File: config.mk
export PLATFORM = sky130hd
export DESIGN_NAME = wpc_top
export DESIGN_NICKNAME = d
export VERILOG_FILES = /design/src/hdl/wpc_pkg.sv /design/src/hdl/wpc_pull_regs.sv /design/src/hdl/wpc_top.sv
export VERILOG_INCLUDE_DIRS = /design/src /design/src/hdl
export SDC_FILE = /design/constraint.sdc
export NUM_CORES = 1
export LEC_CHECK = 0
export BUFFER_PORTS_ARGS = -buffer_cell sky130_fd_sc_hd__clkbuf_2
export CELL_PAD_IN_SITES_DETAIL_PLACEMENT = 2
export CELL_PAD_IN_SITES_GLOBAL_PLACEMENT = 2
export CORE_UTILIZATION = 22
export CTS_CLUSTER_SIZE = 40
export DETAILED_ROUTE_END_ITERATION = 12
export PLACE_DENSITY_LB_ADDON = 0.3
export SYNTH_ARGS = -nofsm -noshare
export SYNTH_HDL_FRONTEND = slang
export SYNTH_SLANG_ARGS = --single-unit
File: constraint.sdc
create_clock -name clk -period 2.25 [get_ports clk]
set_clock_uncertainty 0.1 [all_clocks]
set_input_delay 0.1125 -clock clk [delete_from_list [all_inputs] [get_ports clk]]
set_output_delay 0.1125 -clock clk [all_outputs]
set_load 0.05 [all_outputs]
File: src/hdl/wpc_consts.svh
// Offsets, field positions, reset values and the implemented bit mask for the weak pull control block
`ifndef WPC_CONSTS_SVH
`define WPC_CONSTS_SVH
// Register byte addresses on the bus
`define WPC_OFS_DIR 8'h00
`define WPC_OFS_EN 8'h04
`define WPC_OFS_CFG 8'h08
`define WPC_OFS_STAT 8'h0C
// Implemented bit mask of both pull registers (bits 5,4,2,1,0)
`define WPC_IMPL_MASK 8'h37
// Reset value of both pull registers
`define WPC_PULL_RST 8'h37
// Pin positions with write locks, and the master clear pin
`define WPC_PIN_OSC_IN 5
`define WPC_PIN_XTAL_OUT 4
`define WPC_PIN_MASTER_CLEAR 3
// Config register fields
`define WPC_CFG_GPE 0
`define WPC_CFG_RST 8'h01
// Unmapped read answer
`define WPC_UNMAPPED_DATA 32'h0000_0000
`endif

File: src/hdl/wpc_pkg.sv
// Types shared by the weak pull control block
package wpc_pkg;
	// Per-pin pull drive result
	typedef struct packed {
		logic [5:0] up;
		logic [5:0] down;
	} wpc_pull_t;
	// Bus access kinds
	typedef enum logic [1:0] {
		WPC_ACC_IDLE = 2'b00,
		WPC_ACC_ACK = 2'b01
	} wpc_acc_t;
	// Pin usage conditions
	typedef struct packed {
		logic [5:0] dir_in;
		logic [5:0] analog;
		logic [5:0] clk_fn;
	} wpc_pinuse_t;
endpackage

File: src/hdl/wpc_pull_regs.sv
// Storage of the pull direction and pull enable registers with write locks
`include "wpc_consts.svh"
module wpc_pull_regs (
	// Clock and reset
	input wire logic clk,
	input wire logic resetn,
	// Write side
	input wire logic wr_dir,
	input wire logic wr_en,
	input wire logic [7:0] wdata,
	input wire logic lock_osc_in,
	input wire logic lock_xtal_out,
	// Stored values
	output logic [7:0] dir_ff,
	output logic [7:0] en_ff
);
	// Masked write data; unimplemented bits never store
	wire [7:0] nxt_dir = wr_dir ? (wdata & `WPC_IMPL_MASK) : dir_ff;
	wire [7:0] en_keep = {2'b00, lock_osc_in, lock_xtal_out, 4'b0000};
	// Locked bits keep their value, others take the write
	wire [7:0] en_wr = ((wdata & ~en_keep) | (en_ff & en_keep)) & `WPC_IMPL_MASK;
	wire [7:0] nxt_en = wr_en ? en_wr : en_ff;

	// Registers update one clock after the write is accepted
	always_ff @(posedge clk or negedge resetn) begin
		if (!resetn) begin
			dir_ff <= `WPC_PULL_RST;
			en_ff <= `WPC_PULL_RST;
		end else begin
			dir_ff <= nxt_dir;
			en_ff <= nxt_en;
		end
	end
endmodule

File: src/hdl/wpc_top.sv
// Weak pull control: registers, pull gating and Wishbone slave
// Functional notes
// Direction bit 1 pulls up, 0 pulls down
// Enable bit 1 enables the pin pull
// Pull needs global, input, enable, digital
// Pin three pulls up as master clear
// Pin5 enable locked unless internal osc only
// Pin4 enable locked when crystal output
// Bits 7,6,3 unimplemented, read zero
// Implemented bits reset to one
// Byte registers, write effective next clock
`include "wpc_consts.svh"
module wpc_top (
	// Clock and reset
	input wire logic clk,
	input wire logic resetn,
	// Wishbone slave
	input wire logic wb_cyc_i,
	input wire logic wb_stb_i,
	input wire logic wb_we_i,
	input wire logic [7:0] wb_adr_i,
	input wire logic [3:0] wb_sel_i,
	input wire logic [31:0] wb_dat_i,
	output logic [31:0] wb_dat_o,
	output logic wb_ack_o,
	// Pin usage and oscillator configuration
	input wire logic [5:0] pin_direction_control,
	input wire logic [5:0] pin_analog,
	input wire logic [5:0] pin_clock_fn,
	input wire logic internal_oscillator,
	input wire logic timer1_oscillator,
	input wire logic crystal_output_pin,
	input wire logic master_clear_function,
	input wire logic program_mode,
	// Pull drive outputs
	output logic [5:0] pull_up_ff,
	output logic [5:0] pull_down_ff
);
	// Register contents
	logic [7:0] dir_ff;
	logic [7:0] en_ff;
	logic [7:0] cfg_ff;
	logic [7:0] nxt_cfg;
	logic ack_ff;
	logic [31:0] dat_ff;
	wpc_pkg::wpc_pull_t nxt_pull;

	// Notes for whoever integrates this block:
	// - Pin usage and oscillator inputs are taken as synchronous to clk.
	// - Pulls lag every input or register change by one clock; the extra
	//   flop keeps the pins free of decode glitches.
	// - A locked enable bit keeps what was stored, so dropping the lock
	//   shows the value last written while the pin was free.
	// - Software can read the applied pull-ups back through the status word.

	// Lock conditions for the two guarded enable bits
	wire lock_osc_in = !(internal_oscillator && !timer1_oscillator);
	wire lock_xtal_out = crystal_output_pin;

	// Decode; a request is taken once, ack drops the next cycle
	wire req = wb_cyc_i && wb_stb_i && !ack_ff;
	wire hit_dir = wb_adr_i == `WPC_OFS_DIR;
	wire hit_en = wb_adr_i == `WPC_OFS_EN;
	wire hit_cfg = wb_adr_i == `WPC_OFS_CFG;
	wire hit_stat = wb_adr_i == `WPC_OFS_STAT;
	// Writes need the low byte lane since registers are 8 bits wide
	wire wr_ok = req && wb_we_i && wb_sel_i[0];
	wire wr_dir = wr_ok && hit_dir;
	wire wr_en = wr_ok && hit_en;
	wire wr_cfg = wr_ok && hit_cfg;

	// Locked bits read as one regardless of the stored value
	wire [7:0] en_view = en_ff | {2'b00, lock_osc_in, lock_xtal_out, 4'b0000};
	wire [7:0] rd_byte = hit_dir ? dir_ff :
		hit_en ? en_view :
		hit_cfg ? cfg_ff :
		hit_stat ? {2'b00, pull_up_ff} : 8'h00;
	wire rd_mapped = hit_dir || hit_en || hit_cfg || hit_stat;
	wire [31:0] rd_word = rd_mapped ? {24'h00_0000, rd_byte} : `WPC_UNMAPPED_DATA;

	// Register storage with write locks
	wpc_pull_regs u_regs (
		.clk(clk),
		.resetn(resetn),
		.wr_dir(wr_dir),
		.wr_en(wr_en),
		.wdata(wb_dat_i[7:0]),
		.lock_osc_in(lock_osc_in),
		.lock_xtal_out(lock_xtal_out),
		.dir_ff(dir_ff),
		.en_ff(en_ff)
	);

	// Global enable lives in config bit 0
	assign nxt_cfg = wr_cfg ? {7'h00, wb_dat_i[`WPC_CFG_GPE]} : cfg_ff;

	// Pull gating: all conditions must hold together
	wire [5:0] gate = {6{cfg_ff[`WPC_CFG_GPE]}} & pin_direction_control
		& en_view[5:0] & ~pin_analog & ~pin_clock_fn;
	// Pin three has no pull register path; only master clear pulls it
	wire mclear_up = master_clear_function && !program_mode;

	// Next pull levels; registered below so the pins never see a glitch
	always_comb begin
		// Direction picks up or down only where the gate is open
		nxt_pull.up = gate & dir_ff[5:0];
		nxt_pull.down = gate & ~dir_ff[5:0];
		// Pin three override: pull-up from master clear, never pull-down
		nxt_pull.up[`WPC_PIN_MASTER_CLEAR] = mclear_up;
		nxt_pull.down[`WPC_PIN_MASTER_CLEAR] = 1'b0;
	end

	// Bus answer, config and pull outputs
	always_ff @(posedge clk or negedge resetn) begin
		if (!resetn) begin
			ack_ff <= 1'b0;
			dat_ff <= 32'h0000_0000;
			cfg_ff <= `WPC_CFG_RST;
			pull_up_ff <= 6'h00;
			pull_down_ff <= 6'h00;
		end else begin
			ack_ff <= req;
			dat_ff <= req ? rd_word : dat_ff;
			cfg_ff <= nxt_cfg;
			pull_up_ff <= nxt_pull.up;
			pull_down_ff <= nxt_pull.down;
		end
	end
	assign wb_ack_o = ack_ff;
	assign wb_dat_o = dat_ff;

	// Assertions, grouped by rule; all run on clk and rest during reset.
	// Pull outputs are registered, so most checks look one clock ahead.

	// Up direction lies behind every pull-up on pin0
	property p_dir_sel;
		@(posedge clk) disable iff (!resetn)
		pull_up_ff[0] |-> $past(dir_ff[0]);
	endproperty
	a_dir_sel: assert property (p_dir_sel) else $error("pull-up without up direction");
	// Down direction lies behind every pull-down on pin0
	property p_dir_down;
		@(posedge clk) disable iff (!resetn)
		pull_down_ff[0] |-> !$past(dir_ff[0]);
	endproperty
	a_dir_down: assert property (p_dir_down) else $error("pull-down on up direction");
	// A pin is never pulled both ways at once
	property p_up_down_excl;
		@(posedge clk) disable iff (!resetn)
		(pull_up_ff & pull_down_ff) == 6'h00;
	endproperty
	a_up_down_excl: assert property (p_up_down_excl) else $error("pin pulled both ways");

	// A pull on pin1 needs its enable bit
	property p_en_gate;
		@(posedge clk) disable iff (!resetn)
		(pull_up_ff[1] || pull_down_ff[1]) |-> $past(en_ff[1]);
	endproperty
	a_en_gate: assert property (p_en_gate) else $error("pull on disabled pin");
	// A cleared enable bit removes the pull on pin2
	property p_en_off;
		@(posedge clk) disable iff (!resetn)
		!en_view[2] |=> !pull_up_ff[2] && !pull_down_ff[2];
	endproperty
	a_en_off: assert property (p_en_off) else $error("pull kept on disabled pin");

	// A closed gate on pin2 removes its pull
	property p_gate;
		@(posedge clk) disable iff (!resetn)
		(!cfg_ff[`WPC_CFG_GPE] || !pin_direction_control[2] || pin_analog[2])
			|=> !pull_up_ff[2] && !pull_down_ff[2];
	endproperty
	a_gate: assert property (p_gate) else $error("pull with gate closed");
	// With every condition met pin0 is pulled one way; flops still in reset excluded
	property p_gate_open;
		@(posedge clk) disable iff (!resetn)
		(resetn && cfg_ff[`WPC_CFG_GPE] && pin_direction_control[0] && en_view[0]
			&& !pin_analog[0] && !pin_clock_fn[0]) |=> pull_up_ff[0] || pull_down_ff[0];
	endproperty
	a_gate_open: assert property (p_gate_open) else $error("open gate left pin unpulled");
	// Clock use of pin5 removes its pull
	property p_clock_use;
		@(posedge clk) disable iff (!resetn)
		pin_clock_fn[5] |=> !pull_up_ff[5] && !pull_down_ff[5];
	endproperty
	a_clock_use: assert property (p_clock_use) else $error("pull on clock pin");
	// Analog use of pin0 removes its pull
	property p_analog_use;
		@(posedge clk) disable iff (!resetn)
		pin_analog[0] |=> !pull_up_ff[0] && !pull_down_ff[0];
	endproperty
	a_analog_use: assert property (p_analog_use) else $error("pull on analog pin");
	// Output pin1 is never pulled
	property p_out_pin;
		@(posedge clk) disable iff (!resetn)
		!pin_direction_control[1] |=> !pull_up_ff[1] && !pull_down_ff[1];
	endproperty
	a_out_pin: assert property (p_out_pin) else $error("pull on output pin");
	// Global enable written over the bus lands next clock
	property p_cfg_wr;
		@(posedge clk) disable iff (!resetn)
		wr_cfg |=> cfg_ff[`WPC_CFG_GPE] == $past(wb_dat_i[`WPC_CFG_GPE]);
	endproperty
	a_cfg_wr: assert property (p_cfg_wr) else $error("global enable write lost");

	// Master clear pulls pin three up; flops still in reset excluded
	property p_pin3_up;
		@(posedge clk) disable iff (!resetn)
		(resetn && master_clear_function && !program_mode) |=> pull_up_ff[3];
	endproperty
	a_pin3_up: assert property (p_pin3_up) else $error("pin three not pulled up");
	// Without master clear, or while programming, pin three floats
	property p_pin3_off;
		@(posedge clk) disable iff (!resetn)
		!(master_clear_function && !program_mode) |=> !pull_up_ff[3];
	endproperty
	a_pin3_off: assert property (p_pin3_off) else $error("pin three pulled up");
	// Pin three is never pulled down
	property p_pin3_down;
		@(posedge clk) disable iff (!resetn)
		!pull_down_ff[`WPC_PIN_MASTER_CLEAR];
	endproperty
	a_pin3_down: assert property (p_pin3_down) else $error("pin three pulled down");

	// Locked pin5 enable keeps its stored value
	property p_lock5;
		@(posedge clk) disable iff (!resetn)
		$past(lock_osc_in) |-> en_ff[5] == $past(en_ff[5]);
	endproperty
	a_lock5: assert property (p_lock5) else $error("locked pin5 enable changed");
	// Locked pin5 enable reads back as one
	property p_lock5_rd;
		@(posedge clk) disable iff (!resetn)
		(req && hit_en && !wb_we_i && lock_osc_in) |=> wb_dat_o[5];
	endproperty
	a_lock5_rd: assert property (p_lock5_rd) else $error("locked pin5 enable reads zero");
	// Free pin5 enable takes the written bit
	property p_free5_wr;
		@(posedge clk) disable iff (!resetn)
		(wr_en && !lock_osc_in) |=> en_ff[5] == $past(wb_dat_i[5]);
	endproperty
	a_free5_wr: assert property (p_free5_wr) else $error("pin5 enable write lost");

	// Locked pin4 enable keeps its stored value
	property p_lock4;
		@(posedge clk) disable iff (!resetn)
		(lock_xtal_out && $past(lock_xtal_out)) |-> en_ff[4] == $past(en_ff[4]);
	endproperty
	a_lock4: assert property (p_lock4) else $error("locked pin4 enable changed");
	// Locked pin4 enable reads back as one
	property p_lock4_rd;
		@(posedge clk) disable iff (!resetn)
		(req && hit_en && !wb_we_i && lock_xtal_out) |=> wb_dat_o[4];
	endproperty
	a_lock4_rd: assert property (p_lock4_rd) else $error("locked pin4 enable reads zero");
	// Free pin4 enable takes the written bit
	property p_free4_wr;
		@(posedge clk) disable iff (!resetn)
		(wr_en && !lock_xtal_out) |=> en_ff[4] == $past(wb_dat_i[4]);
	endproperty
	a_free4_wr: assert property (p_free4_wr) else $error("pin4 enable write lost");

	// Unimplemented bits never store
	property p_unimpl;
		@(posedge clk) disable iff (!resetn)
		(dir_ff & ~`WPC_IMPL_MASK) == 8'h00 && (en_ff & ~`WPC_IMPL_MASK) == 8'h00;
	endproperty
	a_unimpl: assert property (p_unimpl) else $error("unimplemented bit set");
	// Direction reads show zero in unimplemented places
	property p_unimpl_rd;
		@(posedge clk) disable iff (!resetn)
		(req && hit_dir && !wb_we_i) |=> wb_dat_o[7:6] == 2'b00 && !wb_dat_o[3];
	endproperty
	a_unimpl_rd: assert property (p_unimpl_rd) else $error("unimplemented bit reads one");

	// Direction write lands next clock
	property p_wr_next;
		@(posedge clk) disable iff (!resetn)
		wr_dir |=> dir_ff == ($past(wb_dat_i[7:0]) & `WPC_IMPL_MASK);
	endproperty
	a_wr_next: assert property (p_wr_next) else $error("direction write not applied");
	// Enable write with no lock lands next clock
	property p_en_next;
		@(posedge clk) disable iff (!resetn)
		(wr_en && !lock_osc_in && !lock_xtal_out)
			|=> en_ff == ($past(wb_dat_i[7:0]) & `WPC_IMPL_MASK);
	endproperty
	a_en_next: assert property (p_en_next) else $error("enable write not applied");
	// A write without lane zero changes nothing
	property p_lane_drop;
		@(posedge clk) disable iff (!resetn)
		(req && wb_we_i && !wb_sel_i[0]) |=> dir_ff == $past(dir_ff) && en_ff == $past(en_ff);
	endproperty
	a_lane_drop: assert property (p_lane_drop) else $error("write without lane zero applied");
	// Every taken request is answered next clock
	property p_ack_next;
		@(posedge clk) disable iff (!resetn)
		req |=> wb_ack_o;
	endproperty
	a_ack_next: assert property (p_ack_next) else $error("request not acknowledged");
	// Ack is a single-cycle pulse
	property p_ack_one;
		@(posedge clk) disable iff (!resetn)
		wb_ack_o |=> !wb_ack_o;
	endproperty
	a_ack_one: assert property (p_ack_one) else $error("ack held two cycles");
	// No ack without a request
	property p_ack_idle;
		@(posedge clk) disable iff (!resetn)
		!(wb_cyc_i && wb_stb_i) |=> !wb_ack_o;
	endproperty
	a_ack_idle: assert property (p_ack_idle) else $error("ack without request");
	// Upper read lanes are always zero
	property p_rd_upper;
		@(posedge clk) disable iff (!resetn)
		wb_ack_o |-> wb_dat_o[31:8] == 24'h00_0000;
	endproperty
	a_rd_upper: assert property (p_rd_upper) else $error("upper read lanes not zero");

	// Main scenarios the bench should reach
	c_write_dir: cover property (@(posedge clk) disable iff (!resetn) wr_dir);
	c_lock5: cover property (@(posedge clk) disable iff (!resetn) wr_en && lock_osc_in);
	c_lock4: cover property (@(posedge clk) disable iff (!resetn) wr_en && lock_xtal_out);
	c_pulldown: cover property (@(posedge clk) disable iff (!resetn) pull_down_ff != 6'h00);
	c_master_clear: cover property (@(posedge clk) disable iff (!resetn) pull_up_ff[3]);
endmodule

==> flow_summary.yaml <==
run_status:
  status: "finished, final reports clean"
sta:
  slew_headroom: 0.505
  max_slew.worst_pin.slew_ns: 0.742
  finalCriticalPeriod_ns: 1.96
  final-hold-violation-count: 0
  slew_viol_final: 0
  unrepaired_setup_endpoints_after_global_routing: "false"
  setup_slack_ns: 0.290
  finalCritPeriodShare: 0.871
  setup-tns-final_ns: 0
  fin_hold_ws_ns: 0.0120
  achievable-frequency_mhz: 510
  final_count_of_negative_setup_slack_endpoints: 0
grt:
  groute.usage.overall: 0.122
  grt_first_pass_wirelength_mm: 6.62
  grt_pass1_vias: 1306
  grt_start_max_net_pins: 30
  grt_antenna_before_repair: 0
  grt.overflow.total: 0
logic_synthesis:
  synthesis.area_sq_mm: 0.00157
  synth_cell_types: 37
  number_of_synthesized_flops_with_an_enable_pin: 0
  synth.largest_area_cell: "sky130_fd_sc_hd__dfrtp_1"
  ys.warnings.count: 0
  syn_inst: 145
  synth.top_cells.by_area: "sky130_fd_sc_hd__dfrtp_1, sky130_fd_sc_hd__dfstp_2, sky130_fd_sc_hd__buf_4"
  postSynth.asyncResetShare: 1.00
  postSynthAreaPerCell_sq_um: 10.8
  top_flip_flop_cell_by_instance_count_after_synthesis: "sky130_fd_sc_hd__dfrtp_1"
  synth_sequential_area_ratio: 0.471
  synth-seq-cells: 29
  synthDominantCellAreaShare: 0.287
pwr:
  share_seq_of_total_power: 0.460
  peakVddDrop_v: 0.000138
  power.clock.fraction: 0.353
  power.share.switching: 0.306
  comb_power_share: 0.187
  power.static_leakage_uw: 0.00100
  power_report.internal_total_uw: 801
  switchingPower_uw: 352
  finalPower_uw: 1150
  power_density_mw_per_mm2: 565
setup_path:
  critPathCaptureType: "register"
  cp_data_arrival_time_ns: 2.04
  critical_path_required_ns: 2.33
  critical_path.max_fanout: 9
  timing_worst_setup_path_type: "register to register"
  worst_setup_path_start_kind: "register"
clock_tree:
  clk_path_buf_depth: 2
  cts_htree_levels: 2
  cts.reportedPaths.clkPinSlew_ns: 0.06
  clk_root_buffer_cell: "sky130_fd_sc_hd__clkbuf_8"
  clock_insertion_delay_worst_skew_ns: 0.28
  cts_tree: "yes"
  cts.sinks: 29
  post_cts_resized: 0
  cts_inserted_buffers: 5
die:
  initial_core_util: 0.230
  num_io_pins: 117
  die_width_um: 86.5
  die-area_sq_mm: 0.00747
  rows: 30
  chipHeight_um: 86.5
  design.core.area_sq_mm: 0.00683
detailed_routing:
  vias: 1266
  wl_per_cell_um: 13.9
  drt_first_iter_violations: 13
  detail_route.first_pass.iterations: 4
  drc: 0
  antenna_viol_nets_final: 0
  route.detailed.vias_per_inst: 4.06
  routed_wl_mm: 4.33
layout:
  layout-drive-gt1-share: 0.426
  area_of_all_sequential_standard_cells_sq_um: 739
  layout_commonest_cell: "sky130_fd_sc_hd__clkbuf_2"
  layout_common_cells: "sky130_fd_sc_hd__clkbuf_2, sky130_fd_sc_hd__conb_1, sky130_fd_sc_hd__dfrtp_1, sky130_fd_sc_hd__nor2_1, sky130_fd_sc_hd__dfstp_2"
  antennaDiodeCount: 0
  area.growth.synth_to_final_pct: 30.1
  num-nets-final: 287
  final_area_sq_mm: 0.00204
  multi_input_gate_area_sq_um: 683
  fillerInstances: 787
placement:
  pre_cts_slack_ns: 0.297
  dpl.hpwl_mm: 3.25
  dpl_cell_area_sq_mm: 0.00186
  io_buffer_count: 56
  gp_routability_congestion: 0.690
hold_path:
  timing.hold.worst.class: "input port to register"
flow_run:
  drv_cap: 0
==> synthesized netlist by cell type, drive strengths merged (2+ instances only) <==
cell type and count:
a211oi 2, a22o 2, a32o 2, buf 28, clkbuf 4, dfrtp 18
dfstp 11, inv 4, mux2 11, nand2 8, nand2b 2, nand4 3
nand4b 2, nor2 15, nor2b 3, nor3b 2, nor4 5, o2bb2ai 2
o31ai 3, or2 2, or4 3, or4bb 2
==> power by group through the flow <==
stage          sequential, uW  clock [uW]  combinational, uW
2_1_floorplan             548           0                168
3_3_place_gp              539           0                200
3_5_place_dp              539           0                202
4_1_cts                   530         433                213
5_1_grt                   531         452                228
6_report                  531         407                216
==> per-layer routing <==
layer / global-route usage / wire length, um
met5: 0 / 0
met3: 0.0286 / 215
met1: 0.130 / 1760
met2: 0.229 / 2280
met4: 0.0500 / 76
==> stage by stage <==
| stage | util | instances |
|---|---|---|
| finish | 0.299 | 312 |
| global route | 0.299 | 312 |
| CTS | 0.296 | 310 |
| detailed placement | 0.272 | 294 |
| global placement | 0.272 | 294 |
| floorplan | - | 171 |
==> path summary, 6_finish.rpt <==
check | from | end | slack, ns | cells past startpoint
setup / recovery | wb_ack_o | wb_dat_o[2] | 0.29 | 4
hold / removal | pin_direction_control[2] | pull_down_ff[2] | 0.01 | 3
setup reg to reg | wb_ack_o | wb_dat_o[2] | 0.29 | 4
hold reg to reg | wb_dat_o[1] | wb_dat_o[1] | 0.38 | 2
max in group asynchronous | resetn | pull_up_ff[2] | 1.22 | 2
min in group asynchronous | resetn | pull_down_ff[4] | 0.35 | 2
==> logic make-up (layout without fill, tap and decap cells) <==
| family | count (synthesis) | in the layout | share of synthesized area |
|---|---|---|---|
| multiplexers | 12 | 12 | 0.0925 |
| buffers and inverters | 36 | 81 | 0.155 |
| other | 1 | 27 | 0.00239 |
| AND/OR/NAND/NOR | 55 | 55 | 0.216 |
| flip-flops | 29 | 29 | 0.471 |
| AO/OA/AOI/OAI | 12 | 12 | 0.0622 |
==> worst max-delay path, stage by stage (launching register included) <==
cell                       delay (ns)
sky130_fd_sc_hd__dfrtp_1         0.39
sky130_fd_sc_hd__nand3b_1        0.38
sky130_fd_sc_hd__buf_4           0.29
sky130_fd_sc_hd__or3_1           0.43
sky130_fd_sc_hd__o31ai_1         0.27
==> registers in the layout, indices dropped and copies added (netlist names), named ones only <==
name and flops:
cfg_ff 1, pull_down_ff 5, pull_up_ff 6, u_regs.dir_ff 5, u_regs.en_ff 3, wb_ack_o 1, wb_dat_o 6
==> area by class of cell <==
class                   count  share of cell area
flip-flops and latches     29               0.362
inverters                   4             0.00736
repair buffers             69               0.197
well taps                  96              0.0589
multi-input cells         106               0.335
clock buffers               8              0.0392
==> repair_timing <==
| action | in CTS | in global routing |
|---|---|---|
| setup endpoints to repair | 0 | 0 |
| setup buffers | 0 | 0 |
| hold buffers | 8 | 2 |
| hold endpoints to repair | 29 | 2 |
Power figures use the tool's default switching activity.
